## config.mk

```make
export PLATFORM = sky130hd
export DESIGN_NAME = output_fault_limit_config
export DESIGN_NICKNAME = d
export VERILOG_FILES = /design/src/fault_cfg_pkg.sv /design/src/cycle_timer.sv /design/src/output_fault_limit_config.sv /design/src/pin_sync.sv
export SDC_FILE = /design/constraint.sdc
export NUM_CORES = 1
export LEC_CHECK = 0
export BUFFER_PORTS_ARGS = -buffer_cell sky130_fd_sc_hd__buf_2
export CORE_ASPECT_RATIO = 1.4
export CORE_MARGIN = 2
export CORE_UTILIZATION = 44
export CTS_BUF_LIST = sky130_fd_sc_hd__clkbuf_4 sky130_fd_sc_hd__clkbuf_8
export DETAILED_ROUTE_END_ITERATION = 8
export GPL_ROUTABILITY_DRIVEN = 0
export PLACE_DENSITY = 0.7
export SYNTH_ARGS = -nofsm -noshare
export SYNTH_HDL_FRONTEND = slang
export SYNTH_SLANG_ARGS = --single-unit
```

## constraint.sdc

```tcl
create_clock -name clk_sys -period 6.4 [get_ports clk_sys]
set_input_delay 0.32 -clock clk_sys [delete_from_list [all_inputs] [get_ports clk_sys]]
set_output_delay 0.32 -clock clk_sys [all_outputs]
set_load 0.005 [all_outputs]
```

## src/fault_cfg_pkg.sv

```systemverilog
package fault_cfg_pkg;

  // ==========================================================
  // Command codes and reset values
  localparam logic [7:0]  CMD_UV_WARN     = 8'h43;
  localparam logic [7:0]  CMD_UV_ACTION   = 8'h45;
  localparam logic [7:0]  CMD_OC_LIMIT    = 8'h46;
  localparam logic [15:0] RST_UV_WARN     = 16'h0067;
  localparam logic [7:0]  RST_UV_ACTION   = 8'h40;
  localparam logic [15:0] RST_OC_LIMIT    = 16'h0019;

  // ==========================================================
  // Response byte fields
  localparam int          MODE_HI         = 7;
  localparam int          MODE_LO         = 6;
  localparam int          RETRY_HI        = 5;
  localparam int          RETRY_LO        = 3;
  localparam int          DSEL_HI         = 1;
  localparam int          DSEL_LO         = 0;
  localparam logic [1:0]  MODE_CONTINUE   = 2'h0;
  localparam logic [1:0]  MODE_DELAY      = 2'h1;
  localparam logic [2:0]  RETRY_LATCH     = 3'h0;
  localparam logic [2:0]  RETRY_HICCUP    = 3'h7;

  // ==========================================================
  // Peak current limit layout (exponent 15:11, mantissa 10:0)
  localparam int          OC_EXP_HI       = 15;
  localparam int          OC_EXP_LO       = 11;
  localparam logic [4:0]  OC_EXP_FIXED    = 5'h00;
  localparam logic [10:0] OC_MIN          = 11'h001;
  localparam logic [10:0] OC_MAX          = 11'h01f;

  // ==========================================================
  // Status flag and percent config bit positions
  localparam int          FLAG_UV_WARN    = 6;
  localparam int          FLAG_UV_FAULT   = 4;
  localparam int          PCT_UV_HI       = 5;
  localparam int          PCT_UV_LO       = 3;

  // ==========================================================
  // Timing
  localparam int          CLK_PERIOD_NS   = 10;
  localparam int          DELAY0_NS       = 6250;
  localparam int          DELAY1_NS       = 7500;
  localparam int          DELAY2_NS       = 8750;
  localparam int          DELAY3_NS       = 10000;
  localparam int          DLY_W           = 10;
  localparam logic [DLY_W-1:0] DELAY0_CYC = DLY_W'((DELAY0_NS + CLK_PERIOD_NS - 1) / CLK_PERIOD_NS);
  localparam logic [DLY_W-1:0] DELAY1_CYC = DLY_W'((DELAY1_NS + CLK_PERIOD_NS - 1) / CLK_PERIOD_NS);
  localparam logic [DLY_W-1:0] DELAY2_CYC = DLY_W'((DELAY2_NS + CLK_PERIOD_NS - 1) / CLK_PERIOD_NS);
  localparam logic [DLY_W-1:0] DELAY3_CYC = DLY_W'((DELAY3_NS + CLK_PERIOD_NS - 1) / CLK_PERIOD_NS);
  localparam int          HICCUP_MS       = 1000;
  localparam int          HIC_W           = 27;
  localparam longint      HICCUP_CYC      = longint'(HICCUP_MS) * 1000000 / CLK_PERIOD_NS;

  typedef enum logic [1:0] {RSP_IDLE, RSP_DELAY, RSP_LATCHED, RSP_HICCUP} rsp_state_e;

endpackage : fault_cfg_pkg

```

## src/cycle_timer.sv

```systemverilog
`timescale 1ns/1ns
module cycle_timer #(
  parameter int W = 10
) (
  input  wire logic         clk_sys,
  input  wire logic         rst,
  input  wire logic         start,
  input  wire logic         abort,
  input  wire logic [W-1:0] load,
  output logic              busy,
  output logic              done
);
  typedef struct packed {
    logic [W-1:0] cnt;
  } tmr_s;

  tmr_s cur;
  tmr_s next_cur;

  if (W < 2) begin : g_chk
    $error("cycle_timer needs W >= 2");
  end

  // ==========================================================
  // Down counter; done marks the last counted cycle
  always_comb begin
    next_cur = cur;
    if (abort) begin
      next_cur.cnt = '0;
    end else if (start) begin
      next_cur.cnt = load;
    end else if (cur.cnt != '0) begin
      next_cur.cnt = cur.cnt - W'(1);
    end
  end

  always_ff @(posedge clk_sys or posedge rst) begin
    if (rst) begin
      cur <= '0;
    end else begin
      cur <= next_cur;
    end
  end

  assign busy = (cur.cnt != '0);
  assign done = (cur.cnt == W'(1)) && !abort;
endmodule : cycle_timer

```

## src/output_fault_limit_config.sv

```systemverilog
// How it works
// RL1: Warning threshold is a 16-bit linear value, resets to 0067 hex.
// RL2: Output below warning threshold sets bit 6 of output voltage flags.
// RL3: Fault comparator uses threshold selected by percent config bits 5:3.
// RL4: Under-voltage fault sets summary bit, fault flag and pulls alert low.
// RL5: Fault flags stay set until clear-faults, never self-clear.
// RL6: Fault action register is eight bits, resets to 40 hex (latch off).
// RL7: Mode 00 keeps running through an under-voltage fault.
// RL8: Mode 01 waits the selected delay, then retries only if fault remains.
// RL9: Delay codes give 6.25, 7.5, 8.75 or 10 us; bit 2 ignored.
// RL10: Unsupported mode or retry codes are refused and flag invalid data.
// RL11: Retry 000 keeps output disabled until faults are cleared.
// RL12: Retry 111 restarts every 1 s without limit.
// RL13: Hiccup stops on enable off, input power loss or another shutdown fault.
// RL14: Peak current limit is LINEAR11, applied to high-side current.
// RL15: Peak current limit resets to 0019 hex, 25 A.
// RL16: Exponent is read-only; a different written exponent flags invalid data.
// RL17: Only limit codes 0001 to 001F are accepted, one ampere per step.
// RL18: High-side current above the limit raises a peak over-current fault.
// RL19: Store command copies the three registers to nonvolatile storage.
// RL20: A refused write leaves the register unchanged.
`timescale 1ns/1ns
module output_fault_limit_config
  import fault_cfg_pkg::*;
#(
  parameter longint HICCUP_CYCLES = fault_cfg_pkg::HICCUP_CYC
) (
  input  wire logic        clk_sys,
  input  wire logic        rst,
  input  wire logic        wr_stb,
  input  wire logic        rd_stb,
  input  wire logic [7:0]  cmd_code,
  input  wire logic [15:0] wr_data,
  output logic      [15:0] rd_data,
  output logic             rd_valid,
  input  wire logic        store_stb,
  output logic             nvm_wr,
  output logic      [39:0] nvm_data,
  input  wire logic        clear_faults,
  input  wire logic [15:0] percent_threshold_config,
  output logic      [2:0]  uv_threshold_sel,
  input  wire logic [15:0] vout_code,
  input  wire logic [10:0] hs_current,
  input  wire logic        uv_fault_pin,
  input  wire logic        enable_pin,
  input  wire logic        vin_good_pin,
  input  wire logic        other_shutdown,
  output logic      [7:0]  output_voltage_flags,
  output logic             status_word_vout,
  output logic             oc_peak_fault,
  output logic             invalid_data_fault,
  output logic             output_enable,
  output logic             alert_line_n_out,
  output logic             alert_line_n_oe
);
  import fault_cfg_pkg::*;

  if (HICCUP_CYCLES < 2 || HICCUP_CYCLES >= (longint'(1) << HIC_W)) begin : g_chk
    $error("HICCUP_CYCLES out of range for the hiccup timer");
  end

  typedef struct packed {
    logic [15:0] warn_thr;
    logic [7:0]  action;
    logic [15:0] oc_thr;
    logic [7:0]  vflags;
    logic        summary;
    logic        invalid;
    logic        oc_fault;
    logic [15:0] rd_data;
    logic        rd_valid;
    logic        nvm_wr;
    logic [39:0] nvm_data;
    logic [2:0]  uv_sel;
    logic        out_en;
    rsp_state_e  st;
    logic [DLY_W-1:0] dly_age;
  } state_s;

  localparam state_s RESET_STATE = '{
    warn_thr: RST_UV_WARN,
    action:   RST_UV_ACTION,
    oc_thr:   RST_OC_LIMIT,
    vflags:   8'h00,
    summary:  1'b0,
    invalid:  1'b0,
    oc_fault: 1'b0,
    rd_data:  16'h0000,
    rd_valid: 1'b0,
    nvm_wr:   1'b0,
    nvm_data: 40'h00_0000_0000,
    uv_sel:   3'h0,
    out_en:   1'b1,
    st:       RSP_IDLE,
    dly_age:  '0
  };

  state_s                cur;
  state_s                next_cur;
  logic   [2:0]          pins_s;
  logic                  uv_s;
  logic                  en_s;
  logic                  vin_s;
  logic                  stop_hiccup;
  logic                  action_ok;
  logic                  oc_ok;
  logic   [DLY_W-1:0]    dly_load;
  logic                  dly_start;
  logic                  dly_done;
  logic                  hic_start;
  logic                  hic_abort;
  logic                  hic_done;

  // ==========================================================
  // Pin inputs
  pin_sync #(.W(3)) u_sync (
    .clk_sys  (clk_sys),
    .rst      (rst),
    .async_in ({uv_fault_pin, enable_pin, vin_good_pin}),
    .sync_out (pins_s)
  );
  assign uv_s  = pins_s[2];
  assign en_s  = pins_s[1];
  assign vin_s = pins_s[0];
  assign stop_hiccup = !en_s || !vin_s || other_shutdown;   // [RL13]

  // ==========================================================
  // Write checks
  assign action_ok = (wr_data[MODE_HI:MODE_LO] == MODE_CONTINUE || wr_data[MODE_HI:MODE_LO] == MODE_DELAY)
                  && (wr_data[RETRY_HI:RETRY_LO] == RETRY_LATCH || wr_data[RETRY_HI:RETRY_LO] == RETRY_HICCUP); // [RL10]
  assign oc_ok = (wr_data[OC_EXP_HI:OC_EXP_LO] == OC_EXP_FIXED)                                        // [RL16]
              && (wr_data[10:0] >= OC_MIN) && (wr_data[10:0] <= OC_MAX);                               // [RL17]

  // Bit 2 of the delay field has no effect
  always_comb begin
    case (cur.action[DSEL_HI:DSEL_LO])                                                                  // [RL9]
      2'h0:    dly_load = DELAY0_CYC;
      2'h1:    dly_load = DELAY1_CYC;
      2'h2:    dly_load = DELAY2_CYC;
      default: dly_load = DELAY3_CYC;
    endcase
  end

  // ==========================================================
  // Timers
  cycle_timer #(.W(DLY_W)) u_delay (
    .clk_sys (clk_sys),
    .rst     (rst),
    .start   (dly_start),
    .abort   (1'b0),
    .load    (dly_load),
    .busy    (),
    .done    (dly_done)
  );

  cycle_timer #(.W(HIC_W)) u_hiccup (
    .clk_sys (clk_sys),
    .rst     (rst),
    .start   (hic_start),
    .abort   (hic_abort),
    .load    (HIC_W'(HICCUP_CYCLES)),                                                                   // [RL12]
    .busy    (),
    .done    (hic_done)
  );

  // ==========================================================
  // Next state
  always_comb begin
    next_cur  = cur;
    dly_start = 1'b0;
    hic_start = 1'b0;
    hic_abort = 1'b0;
    next_cur.rd_valid = 1'b0;
    next_cur.nvm_wr   = 1'b0;
    next_cur.uv_sel   = percent_threshold_config[PCT_UV_HI:PCT_UV_LO];                               // [RL3]
    // Cycles spent in the current delay run; only the checks read it
    next_cur.dly_age  = (cur.st == RSP_DELAY) ? cur.dly_age + DLY_W'(1) : '0;

    // Writes; a refused value keeps the old contents
    if (wr_stb) begin
      case (cmd_code)
        CMD_UV_WARN: begin
          next_cur.warn_thr = wr_data;                                                                  // [RL1]
        end
        CMD_UV_ACTION: begin
          if (action_ok) begin
            next_cur.action = wr_data[7:0];                                                             // [RL6]
          end
        end
        CMD_OC_LIMIT: begin
          if (oc_ok) begin
            next_cur.oc_thr = wr_data;                                                                  // [RL14]
          end
        end
        default: begin
        end
      endcase
    end

    if (rd_stb) begin
      next_cur.rd_valid = 1'b1;
      case (cmd_code)
        CMD_UV_WARN:   next_cur.rd_data = cur.warn_thr;
        CMD_UV_ACTION: next_cur.rd_data = {8'h00, cur.action};
        CMD_OC_LIMIT:  next_cur.rd_data = cur.oc_thr;
        default:       next_cur.rd_data = 16'h0000;
      endcase
    end

    if (store_stb) begin
      next_cur.nvm_wr   = 1'b1;
      next_cur.nvm_data = {cur.warn_thr, cur.action, cur.oc_thr};                                     // [RL19]
    end

    // Sticky flags: a new event wins over a clear in the same cycle
    next_cur.invalid = (cur.invalid && !clear_faults)
                    || (wr_stb && cmd_code == CMD_UV_ACTION && !action_ok)                              // [RL10]
                    || (wr_stb && cmd_code == CMD_OC_LIMIT && !oc_ok);                                  // [RL20]
    next_cur.vflags = cur.vflags & ~{8{clear_faults}};                                                  // [RL5]
    if (vout_code < cur.warn_thr) begin
      next_cur.vflags[FLAG_UV_WARN] = 1'b1;                                                             // [RL2]
    end
    if (uv_s) begin
      next_cur.vflags[FLAG_UV_FAULT] = 1'b1;                                                            // [RL4]
    end
    next_cur.summary  = (cur.summary && !clear_faults) || uv_s || (vout_code < cur.warn_thr);          // [RL4]
    next_cur.oc_fault = (cur.oc_fault && !clear_faults) || (hs_current > cur.oc_thr[10:0]);            // [RL18]

    // Fault response sequence
    case (cur.st)
      RSP_IDLE: begin
        if (uv_s && cur.action[MODE_HI:MODE_LO] == MODE_DELAY) begin                                    // [RL7]
          dly_start   = 1'b1;
          next_cur.st = RSP_DELAY;                                                                      // [RL8]
        end
      end
      RSP_DELAY: begin
        if (dly_done) begin
          if (!uv_s) begin
            next_cur.st = RSP_IDLE;                                                                     // [RL8]
          end else if (cur.action[RETRY_HI:RETRY_LO] == RETRY_HICCUP) begin
            hic_start       = 1'b1;
            next_cur.out_en = 1'b0;
            next_cur.st     = RSP_HICCUP;                                                               // [RL12]
          end else begin
            next_cur.out_en = 1'b0;
            next_cur.st     = RSP_LATCHED;                                                              // [RL11]
          end
        end
      end
      RSP_LATCHED: begin
        if (clear_faults) begin
          next_cur.out_en = 1'b1;
          next_cur.st     = RSP_IDLE;                                                                   // [RL11]
        end
      end
      RSP_HICCUP: begin
        if (stop_hiccup) begin
          hic_abort       = 1'b1;
          next_cur.out_en = 1'b1;
          next_cur.st     = RSP_IDLE;                                                                   // [RL13]
        end else if (hic_done) begin
          next_cur.out_en = 1'b1;
          next_cur.st     = RSP_IDLE;                                                                   // [RL12]
        end
      end
      default: begin
        next_cur.st = RSP_IDLE;
      end
    endcase
  end

  always_ff @(posedge clk_sys or posedge rst) begin
    if (rst) begin
      cur <= RESET_STATE;                                                                               // [RL15]
    end else begin
      cur <= next_cur;
    end
  end

  // ==========================================================
  // Outputs
  assign rd_data              = cur.rd_data;
  assign rd_valid             = cur.rd_valid;
  assign nvm_wr               = cur.nvm_wr;
  assign nvm_data             = cur.nvm_data;
  assign uv_threshold_sel     = cur.uv_sel;
  assign output_voltage_flags = cur.vflags;
  assign status_word_vout     = cur.summary;
  assign oc_peak_fault        = cur.oc_fault;
  assign invalid_data_fault   = cur.invalid;
  assign output_enable        = cur.out_en;
  // Open-drain alert: drive low while any flag stands
  assign alert_line_n_out     = 1'b0;
  assign alert_line_n_oe      = (|cur.vflags) || cur.oc_fault || cur.invalid;                         // [RL4]
endmodule : output_fault_limit_config

```

## src/pin_sync.sv

```systemverilog
`timescale 1ns/1ns
module pin_sync #(
  parameter int W = 3
) (
  input  wire logic         clk_sys,
  input  wire logic         rst,
  input  wire logic [W-1:0] async_in,
  output logic      [W-1:0] sync_out
);
  typedef struct packed {
    logic [W-1:0] meta;
    logic [W-1:0] stable;
  } sync_s;

  sync_s cur;
  sync_s next_cur;

  if (W < 1) begin : g_chk
    $error("pin_sync needs W >= 1");
  end

  // ==========================================================
  // Two stages; only the second stage is visible
  always_comb begin
    next_cur.meta   = async_in;
    next_cur.stable = cur.meta;
  end

  always_ff @(posedge clk_sys or posedge rst) begin
    if (rst) begin
      cur <= '0;
    end else begin
      cur <= next_cur;
    end
  end

  assign sync_out = cur.stable;
endmodule : pin_sync

```

### Word level (Yosys, flattened, before mapping)

Cells that the tools add are included.

| storage, ports and cells | value |
|---|---|
| output and inout bits | 75 |
| flip-flop bits (word level) | 158 |
| input port bits | 77 |

| operators by class | value |
|---|---|
| eq/ne operators | 19 |
| multiplexer cells | 29 |
| bitwise gates (word level) | 2 |
| add/sub/neg operators | 2 |
| $lt $le $gt $ge | 4 |
| reductions and logical operators | 45 |

Operators by type and width:

| operator | count |
|---|---|
| two-way mux 27 bit | 3 |
| one-hot mux 16 bit (3 select lines) | 1 |
| two-way mux 41 bit | 1 |
| == test 27 x 1 -> 1 bit, second input constant | 1 |
| one-hot mux 9 bit (3 select lines) | 1 |
| nonzero test 27 bit | 1 |
| subtractor 27 x 1 -> 27 bit, second input constant | 1 |
| == test 8 x 7 -> 1 bit, second input constant | 3 |
| two-way mux 10 bit | 2 |
| less-than comparator 16 bit | 1 |
| two-way mux 1 bit | 13 |
| logical AND 1 bit | 12 |
| two-way mux 3 bit | 4 |
| greater-or-equal comparator 11 x 1 -> 1 bit, second input constant | 1 |
| greater-than comparator 11 bit | 1 |
| less-or-equal comparator 11 x 5 -> 1 bit, second input constant | 1 |
| logical OR 1 bit | 11 |
| == test 10 x 1 -> 1 bit, second input constant | 1 |
| nonzero test 10 bit | 1 |
| subtractor 10 x 1 -> 10 bit, second input constant | 1 |
| AND 8 bit | 1 |
| == test 2 x 1 -> 1 bit, second input constant | 4 |
| inverter 8 bit | 1 |
| one-hot mux 2 bit (4 select lines) | 1 |
| other kinds (18) | 33 |

### Longest topological paths before layout

Gate-level depths: netlist of run 1.

| depth | value |
|---|---|
| depth after elaboration | 10 |
| mapped depth | 8 |
| mapped depth without buffers | 7 |

### Hierarchy

From an unflattened synthesis of run 1, not the netlist that was laid out.

| unflattened totals | value |
|---|---|
| cells, all modules | 770 |
| area total of the unflattened synthesis | 8448.1 µm² |

Modules (own cells, without submodules):

| module | area an instance (µm²) | instances | cells an instance |
|---|---|---|---|
| output_fault_limit_config | 5878.1 | 1 | 506 |
| cycle_timer at u_hiccup | 1783.0 | 1 | 185 |
| cycle_timer at u_delay | 610.6 | 1 | 69 |
| pin_sync | 176.4 | 1 | 10 |

### Least setup slack after synthesis of run 1

OpenSTA, ideal clock, no wires.

| timing path | value |
|---|---|
| kind | reg2reg |
| start | register u_hiccup.cur[2] in the netlist's numbering |
| end | register u_hiccup.cur[14] in the netlist's numbering |
| cell stages (with the launch flop) | 8 |
| buffers on the path | 2 |
| library setup time | 137 ps |
| data required time | 6263 ps |
| arrival time | 1899 ps |
| path slack | 4364 ps |
| cells stage by stage | dfrtp_1 -> nor4_4 -> and4_2 -> buf_2 -> and3_1 -> a21bo_2 -> buf_2 -> a21oi_1 |

| between the ends | value |
|---|---|
| cells in the longest elaborated chain, start to end | 4 |

Ends and longest elaborated chain:

| item | RTL line | source |
|---|---|---|
| start: declaration | cycle_timer.sv:17 | `tmr_s cur;` |
| start signal: assignment | cycle_timer.sv:41 | `cur <= next_cur;` |
| subtractor 27 x 1 -> 27 bit | cycle_timer.sv:33 | `next_cur.cnt = cur.cnt - W'(1);` |
| two-way mux 27 bit | cycle_timer.sv:32 | `end else if (cur.cnt != '0) begin` |
| two-way mux 27 bit | cycle_timer.sv:30 | `end else if (start) begin` |
| two-way mux 27 bit | cycle_timer.sv:28 | `if (abort) begin` |

Parallel ways exist; a longest one is shown, timed or not. The select of a mux whose other input is x is not followed.
A chain may end at the register's enable or synchronous reset.

### Final worst setup path of run 1

| timing path | value |
|---|---|
| start | register u_hiccup.cur[18] in the netlist's numbering |
| end | register u_hiccup.cur[13] in the netlist's numbering |

| between the ends | value |
|---|---|
| cells in the longest elaborated chain, start to end | 2 |

Ends and longest elaborated chain:

| item |
|---|
| nonzero test 27 bit |
| nonzero test 3 bit (no source line) |

Every way passes these cells.

==> results of run 1 <==
## sequential cells by signal, indices dropped and copies added, names as in the netlist, 3 cells and up
| name | cells |
|---|---|
| u_sync.cur | 3 |
| cur | 42 |
| rd_data | 16 |
| uv_threshold_sel | 3 |
| u_sync.sync_out | 3 |
| output_voltage_flags | 8 |
| nvm_data | 40 |
| u_hiccup.cur | 27 |
| u_delay.cur | 10 |
## worst reg2reg max path: stages (launching register included)
cell and delay, ps:
dfrtp_1 420, or4_1 630, nor3_2 750, and3_1 380, a21bo_2 320, a31oi_1 70
## power groups by stage
stage	Clock [uW]	Combinational [uW]	Sequential, uW
2_1_floorplan	0	203	1140
3_3_place_gp	0	257	1150
3_5_place_dp	0	266	1160
4_1_cts	875	276	1140
5_1_grt	915	312	1150
6_report	859	272	1140
## area by class of cell
type	instances	area (sq um)
clock buffers	19	249
clock inverters	13	214
fillers	1690	8970
inverters	50	193
multi-input cells	422	3190
flip-flops and latches	158	3970
well taps	240	300
repair buffers	146	768
## cells by family after synthesis
logic type	count (synthesis)	share of synthesized area
other	1	0.000472
AND/OR/NAND/NOR	171	0.124
XOR/XNOR	25	0.0276
AO/OA/AOI/OAI	120	0.0950
flip-flops	158	0.499
adder cells (fa/ha/maj)	36	0.0567
buffers and inverters	139	0.0988
multiplexers	69	0.0978
## metrics by stage
step                      instances  worst slack, ps   util
after floorplan                 719             1830      -
after global placement         1010             3310  0.468
after detailed placement       1010             3320  0.468
after CTS                      1048             3680  0.497
after global routing           1048             3430  0.497
final                          1048             3680  0.497
## path summary, 6_finish.rpt
kind	from	endpoint	slack (ps)	cells past startpoint
worst max-delay path	u_hiccup.cur[18]	u_hiccup.cur[13]	3680	5
worst min-delay path	rst	nvm_data[38]	70	2
worst max register to register	u_hiccup.cur[18]	u_hiccup.cur[13]	3680	5
worst min register to register	u_sync.cur[4]	u_sync.sync_out[1]	360	0
max in group asynchronous	rst	u_hiccup.cur[23]	5050	3
min in group clk_sys	wr_data[9]	cur[118]	100	2
## cell usage after synthesis (5+ instances only)
library cell	n	share of area
dfrtp_1	148	0.47
a31oi_1	10	0.0079
inv_1	50	0.024
buf_4	68	0.064
a22oi_1	8	0.0076
or4_1	6	0.0057
nand4_1	5	0.0039
mux2_2	59	0.084
nor2_1	43	0.020
a21oi_1	47	0.030
a22o_1	6	0.0066
nand3_1	18	0.011
o31ai_1	6	0.0057
xnor2_1	19	0.021
ha_1	36	0.057
nor4_1	10	0.0079
and4_1	5	0.0055
o21ai_0	13	0.0082
clkbuf_1	11	0.0052
nand3b_1	5	0.0047
o22ai_1	8	0.0063
dfstp_2	10	0.033
xor2_1	6	0.0066
nand2_1	20	0.0095
nor2b_1	15	0.012
or3_1	6	0.0047
buf_2	6	0.0038
nor3_1	14	0.0088
mux2_1	10	0.014
## layer usage
metal,global-route usage,vias up,share of wire
met5,0,-,0
met4,0.0701,0,0.022
met3,0.0462,24,0.052
met2,0.332,139,0.51
met1,0.237,2696,0.41
li1,-,2620,-
==> flow_metrics.tcl, run 1 <==
set metrics [dict create \
    outcome "finished, final reports clean" \
    root_buffer "clkbuf_8" \
    worst-path-buf-inv 0 \
    area_delta_synth_final_pct 11.8 \
    crit_path_cell_trace "or4_1, nor3_2, and3_1, a21bo_2, a31oi_1" \
    p_per_area_nw_per_um2 255 \
    slowest_stage "nor3_2" \
    syn-num-nets 832 \
    syn_area_per_cell_sq_um 11.0 \
    post-cts-setup-buffers 0 \
    critical_path_class "reg -> reg" \
    internal-power_uw 1670 \
    async_reset_ff_frac 1.00 \
    detail_route.first_pass.iterations 5 \
    drc_errors 0 \
    insertion_delay_ps 450 \
    num_vias 5479 \
    cts_hold_buffers 6 \
    dieArea_sq_um 19200 \
    netSwitchingPower_uw 596 \
    relSlewSlack 0.301 \
    period_needed_ps 2720 \
    cp_slowest_stage_delay_ps 750 \
    cp_data_required_time_ps 6690 \
    h-tree-depth 4 \
    dieHeight_microns 163 \
    grt_pass1_vias 5640 \
    final_area_sq_um 8880 \
    dp_hpwl_mm 12.8 \
    clock_skew_ps 16.9 \
    ys_ff_latch 158 \
    antenna_cells 0 \
    p_comb_frac 0.120 \
    syn_area_sq_um 7940 \
    dieWidth_microns 118 \
    path_max_fanout 14 \
    clk_path_buf_depth 2 \
    synth_seq_area_share 0.499 \
    seqPwrFrac 0.501 \
    finalPower_uw 2270 \
    postSynthCellCount 719 \
    max_freq_mhz 367 \
    grt-ovfl-total 0 \
    worst_setup_path_end_kind "register" \
    layout-drive-gt1-share 0.318 \
    antenna_left 0 \
    rsz0062_at_grt "no" \
    critPathArrivalTime_ps 3010 \
    netSwitchingFraction 0.263 \
    drt_iter0_drc 267 \
    wire_per_inst_microns 16.9 \
    pin_count 152 \
    track_usage 0.193 \
    io_buffers 137 \
    nets 908 \
    synth_ff_type "dfrtp_1" \
    irDropWorstVdd_uv 155 \
    holdCritPathClass "in -> async" \
    synthDistinctLibCells 62 \
    cts_tree "built" \
    tightest_slew_ps 1050 \
    cts_sinks 158 \
    path_delay_family "simple AND/OR/NAND/NOR gates" \
    rows 58 \
    final_max_slew_viol_count 0 \
    setup_tns_ps 0 \
    synth_edf_count 0 \
    hold_ws_ps 69.9 \
    p_leak_uw 0.00419 \
    pwr-share-clk 0.379 \
    hold_viol 0 \
    grt_pass1_wl_mm 29.4 \
    cts_resized 0 \
    place_area_sq_um 8360 \
    maxCapViolCount 0 \
    cts.clk_slew.worst_paths_ps 90 \
    via_per_inst 5.23 \
    antenna_found_initial 0 \
    drt_wl_total_mm 17.7 \
    setup_viol 0 \
    yosysWarnings 0 \
    core_area_sq_um 17900 \
    cts_buffers 17 \
    setup.worst_path.start_class "register" \
    post-route-period-util 0.425 \
    most-common-layout-cells "dfrtp_1 (148), buf_2 (137), mux2_2 (59), inv_1 (49), a21oi_1 (47)" \
    grt_max_degree 103 \
    final_common_cell "dfrtp_1" \
    start_util 0.445 \
]
(Power assumes the default switching activity.)
==> inputs of run 2 (changes only) <==
Clock period 6.4 ns to 2.79 ns, I/O delays scaled along.
==> run 2 against run 1 <==
Effect of this change:
- clock-buffer cell count rose by 1
- routed wire length grew 3.7%
- die area unchanged
- worst setup slack got worse by 3400 ps
- worst hold slack got worse by 17 ps
- total power grew 130%
- utilization grew 1.9 points
- combinational power grew 140%
- sequential share of layout area down 1.7 points
- largest power group unchanged
==> flow_metrics.tcl, run 2 (synthesis results as in run 1) <==
set metrics [dict create \
    outcome "finished, final reports clean" \
    largest_register_ffs 42 \
    io_buffers 137 \
    holdCritPathClass "in -> reg" \
    detail_route.first_pass.iterations 4 \
    post-cts-setup-buffers 0 \
    critical_path_class "reg -> reg" \
    hold_ws_ps 53.3 \
    dp_hpwl_mm 13.7 \
    period_needed_ps 2460 \
    h-tree-depth 4 \
    pwr-share-clk 0.379 \
    path_max_fanout 4 \
    core_area_sq_um 17900 \
    r2r_start "cur[110]" \
    post-route-period-util 0.883 \
    largest_register "cur" \
    area_delta_synth_final_pct 16.2 \
    hold-path-cell-count 2 \
    grt_pass1_wl_mm 29.8 \
    place_area_sq_um 8510 \
    max_freq_mhz 406 \
    via_per_inst 5.23 \
    hold_path_end "cur[112]" \
    setup.worst_path.start_class "register" \
    antenna_cells 0 \
    hold_viol 0 \
    cts_sinks 158 \
    cp_data_required_time_ps 3160 \
    cts_buffers 17 \
    rsz0062_at_grt "no" \
    num_vias 5671 \
    tightest_slew_ps 1200 \
    worst_setup_path_end_kind "register" \
    internal-power_uw 3900 \
    drt_iter0_drc 289 \
    finish.utilization 0.517 \
    rows 58 \
    hp-start "wr_data[3]" \
    grt-ovfl-total 0 \
    clock_skew_ps 11.2 \
    antenna_found_initial 0 \
    maxCapViolCount 0 \
    start_util 0.445 \
    netSwitchingFraction 0.258 \
    dieArea_sq_um 19200 \
    dieWidth_microns 118 \
    most-common-layout-cells "dfrtp_1 (148), buf_2 (137), mux2_2 (59), inv_1 (49), a21oi_1 (47)" \
    cts_hold_buffers 24 \
    critPathArrivalTime_ps 2830 \
    final_common_cell "dfrtp_1" \
    grt_pass1_vias 5840 \
    r2r.worst_path.cells 6 \
    drt_wl_total_mm 18.3 \
    p_leak_uw 0.00436 \
    relSlewSlack 0.178 \
    cts.clk_slew.worst_paths_ps 90 \
    ff2ff_setup_slack_ps 330 \
    pin_count 152 \
    dieHeight_microns 163 \
    clk_path_buf_depth 2 \
    root_buffer "clkbuf_8" \
    antenna_left 0 \
    seqPwrFrac 0.496 \
    setup_tns_ps 0 \
    cts_resized 0 \
    wire_per_inst_microns 16.9 \
    final_max_slew_viol_count 0 \
    nets 945 \
    p_per_area_nw_per_um2 570 \
    drc_errors 0 \
    p_comb_frac 0.125 \
    insertion_delay_ps 450 \
    layout-drive-gt1-share 0.327 \
    finalPower_uw 5260 \
    netSwitchingPower_uw 1350 \
    track_usage 0.198 \
    final_area_sq_um 9230 \
    grt_max_degree 47 \
    setup_viol 0 \
    worst_r2r_endpoint "output_voltage_flags[6]" \
    irDropWorstVdd_uv 308 \
    cts_tree "built" \
]
[run 2: area by class of cell]
| type | instances | area (sq um) |
|---|---|---|
| clock inverter | 12 | 206 |
| multi-input combinational | 422 | 3190 |
| tap | 240 | 300 |
| timing repair buffer | 183 | 1100 |
| sequential | 158 | 3970 |
| clock buffer | 20 | 269 |
| fill | 1645 | 8620 |
| inverter | 50 | 191 |
[run 2: per-layer routing]
| metal | routed length [microns] | GRT usage | part of all wire | vias to the layer above |
|---|---|---|---|---|
| li1 | - | - | - | 2692 |
| met1 | 7430 | 0.234 | 0.41 | 2814 |
| met2 | 9450 | 0.341 | 0.51 | 137 |
| met3 | 890 | 0.0487 | 0.049 | 28 |
| met4 | 575 | 0.0936 | 0.031 | 0 |
| met5 | 0 | 0 | 0 | - |
[run 2: metrics by stage]
| stage | worst slack [ps] | instances |
|---|---|---|
| final | 325 | 1085 |
| after global routing | 272 | 1085 |
| after CTS | 441 | 1085 |
| after detailed placement | 461 | 1029 |
| after global placement | 472 | 1029 |
| after floorplan | 658 | 719 |
[run 2: how the worst max path moves through the flow]
| stage | startpoint | endpoint | cells after the start |
|---|---|---|---|
| 2_1_floorplan | rst | cur[100] | 1 |
| 3_3_place_gp | cur[110] | output_voltage_flags[6] | 6 |
| 5_1_grt | u_hiccup.cur[2] | u_hiccup.cur[18] | 5 |
| 4_1_cts | cur[110] | output_voltage_flags[6] | 6 |
| 6_report | cur[110] | output_voltage_flags[6] | 6 |
| 3_5_place_dp | cur[110] | output_voltage_flags[6] | 6 |
[run 2: critical path, stage by stage, from the launching register on]
cell,delay [ps]
dfstp_2,550
inv_1,40
ha_1,250
a2111oi_0,1010
or4_1,250
o211ai_1,160
o21ai_0,120
[run 2: power by group through the flow]
stage	Clock [uW]	Combinational [uW]	Sequential, uW
2_1_floorplan	0	465	2610
3_3_place_gp	0	615	2650
3_5_place_dp	0	636	2650
4_1_cts	2040	666	2610
5_1_grt	2130	748	2630
6_report	1990	657	2610
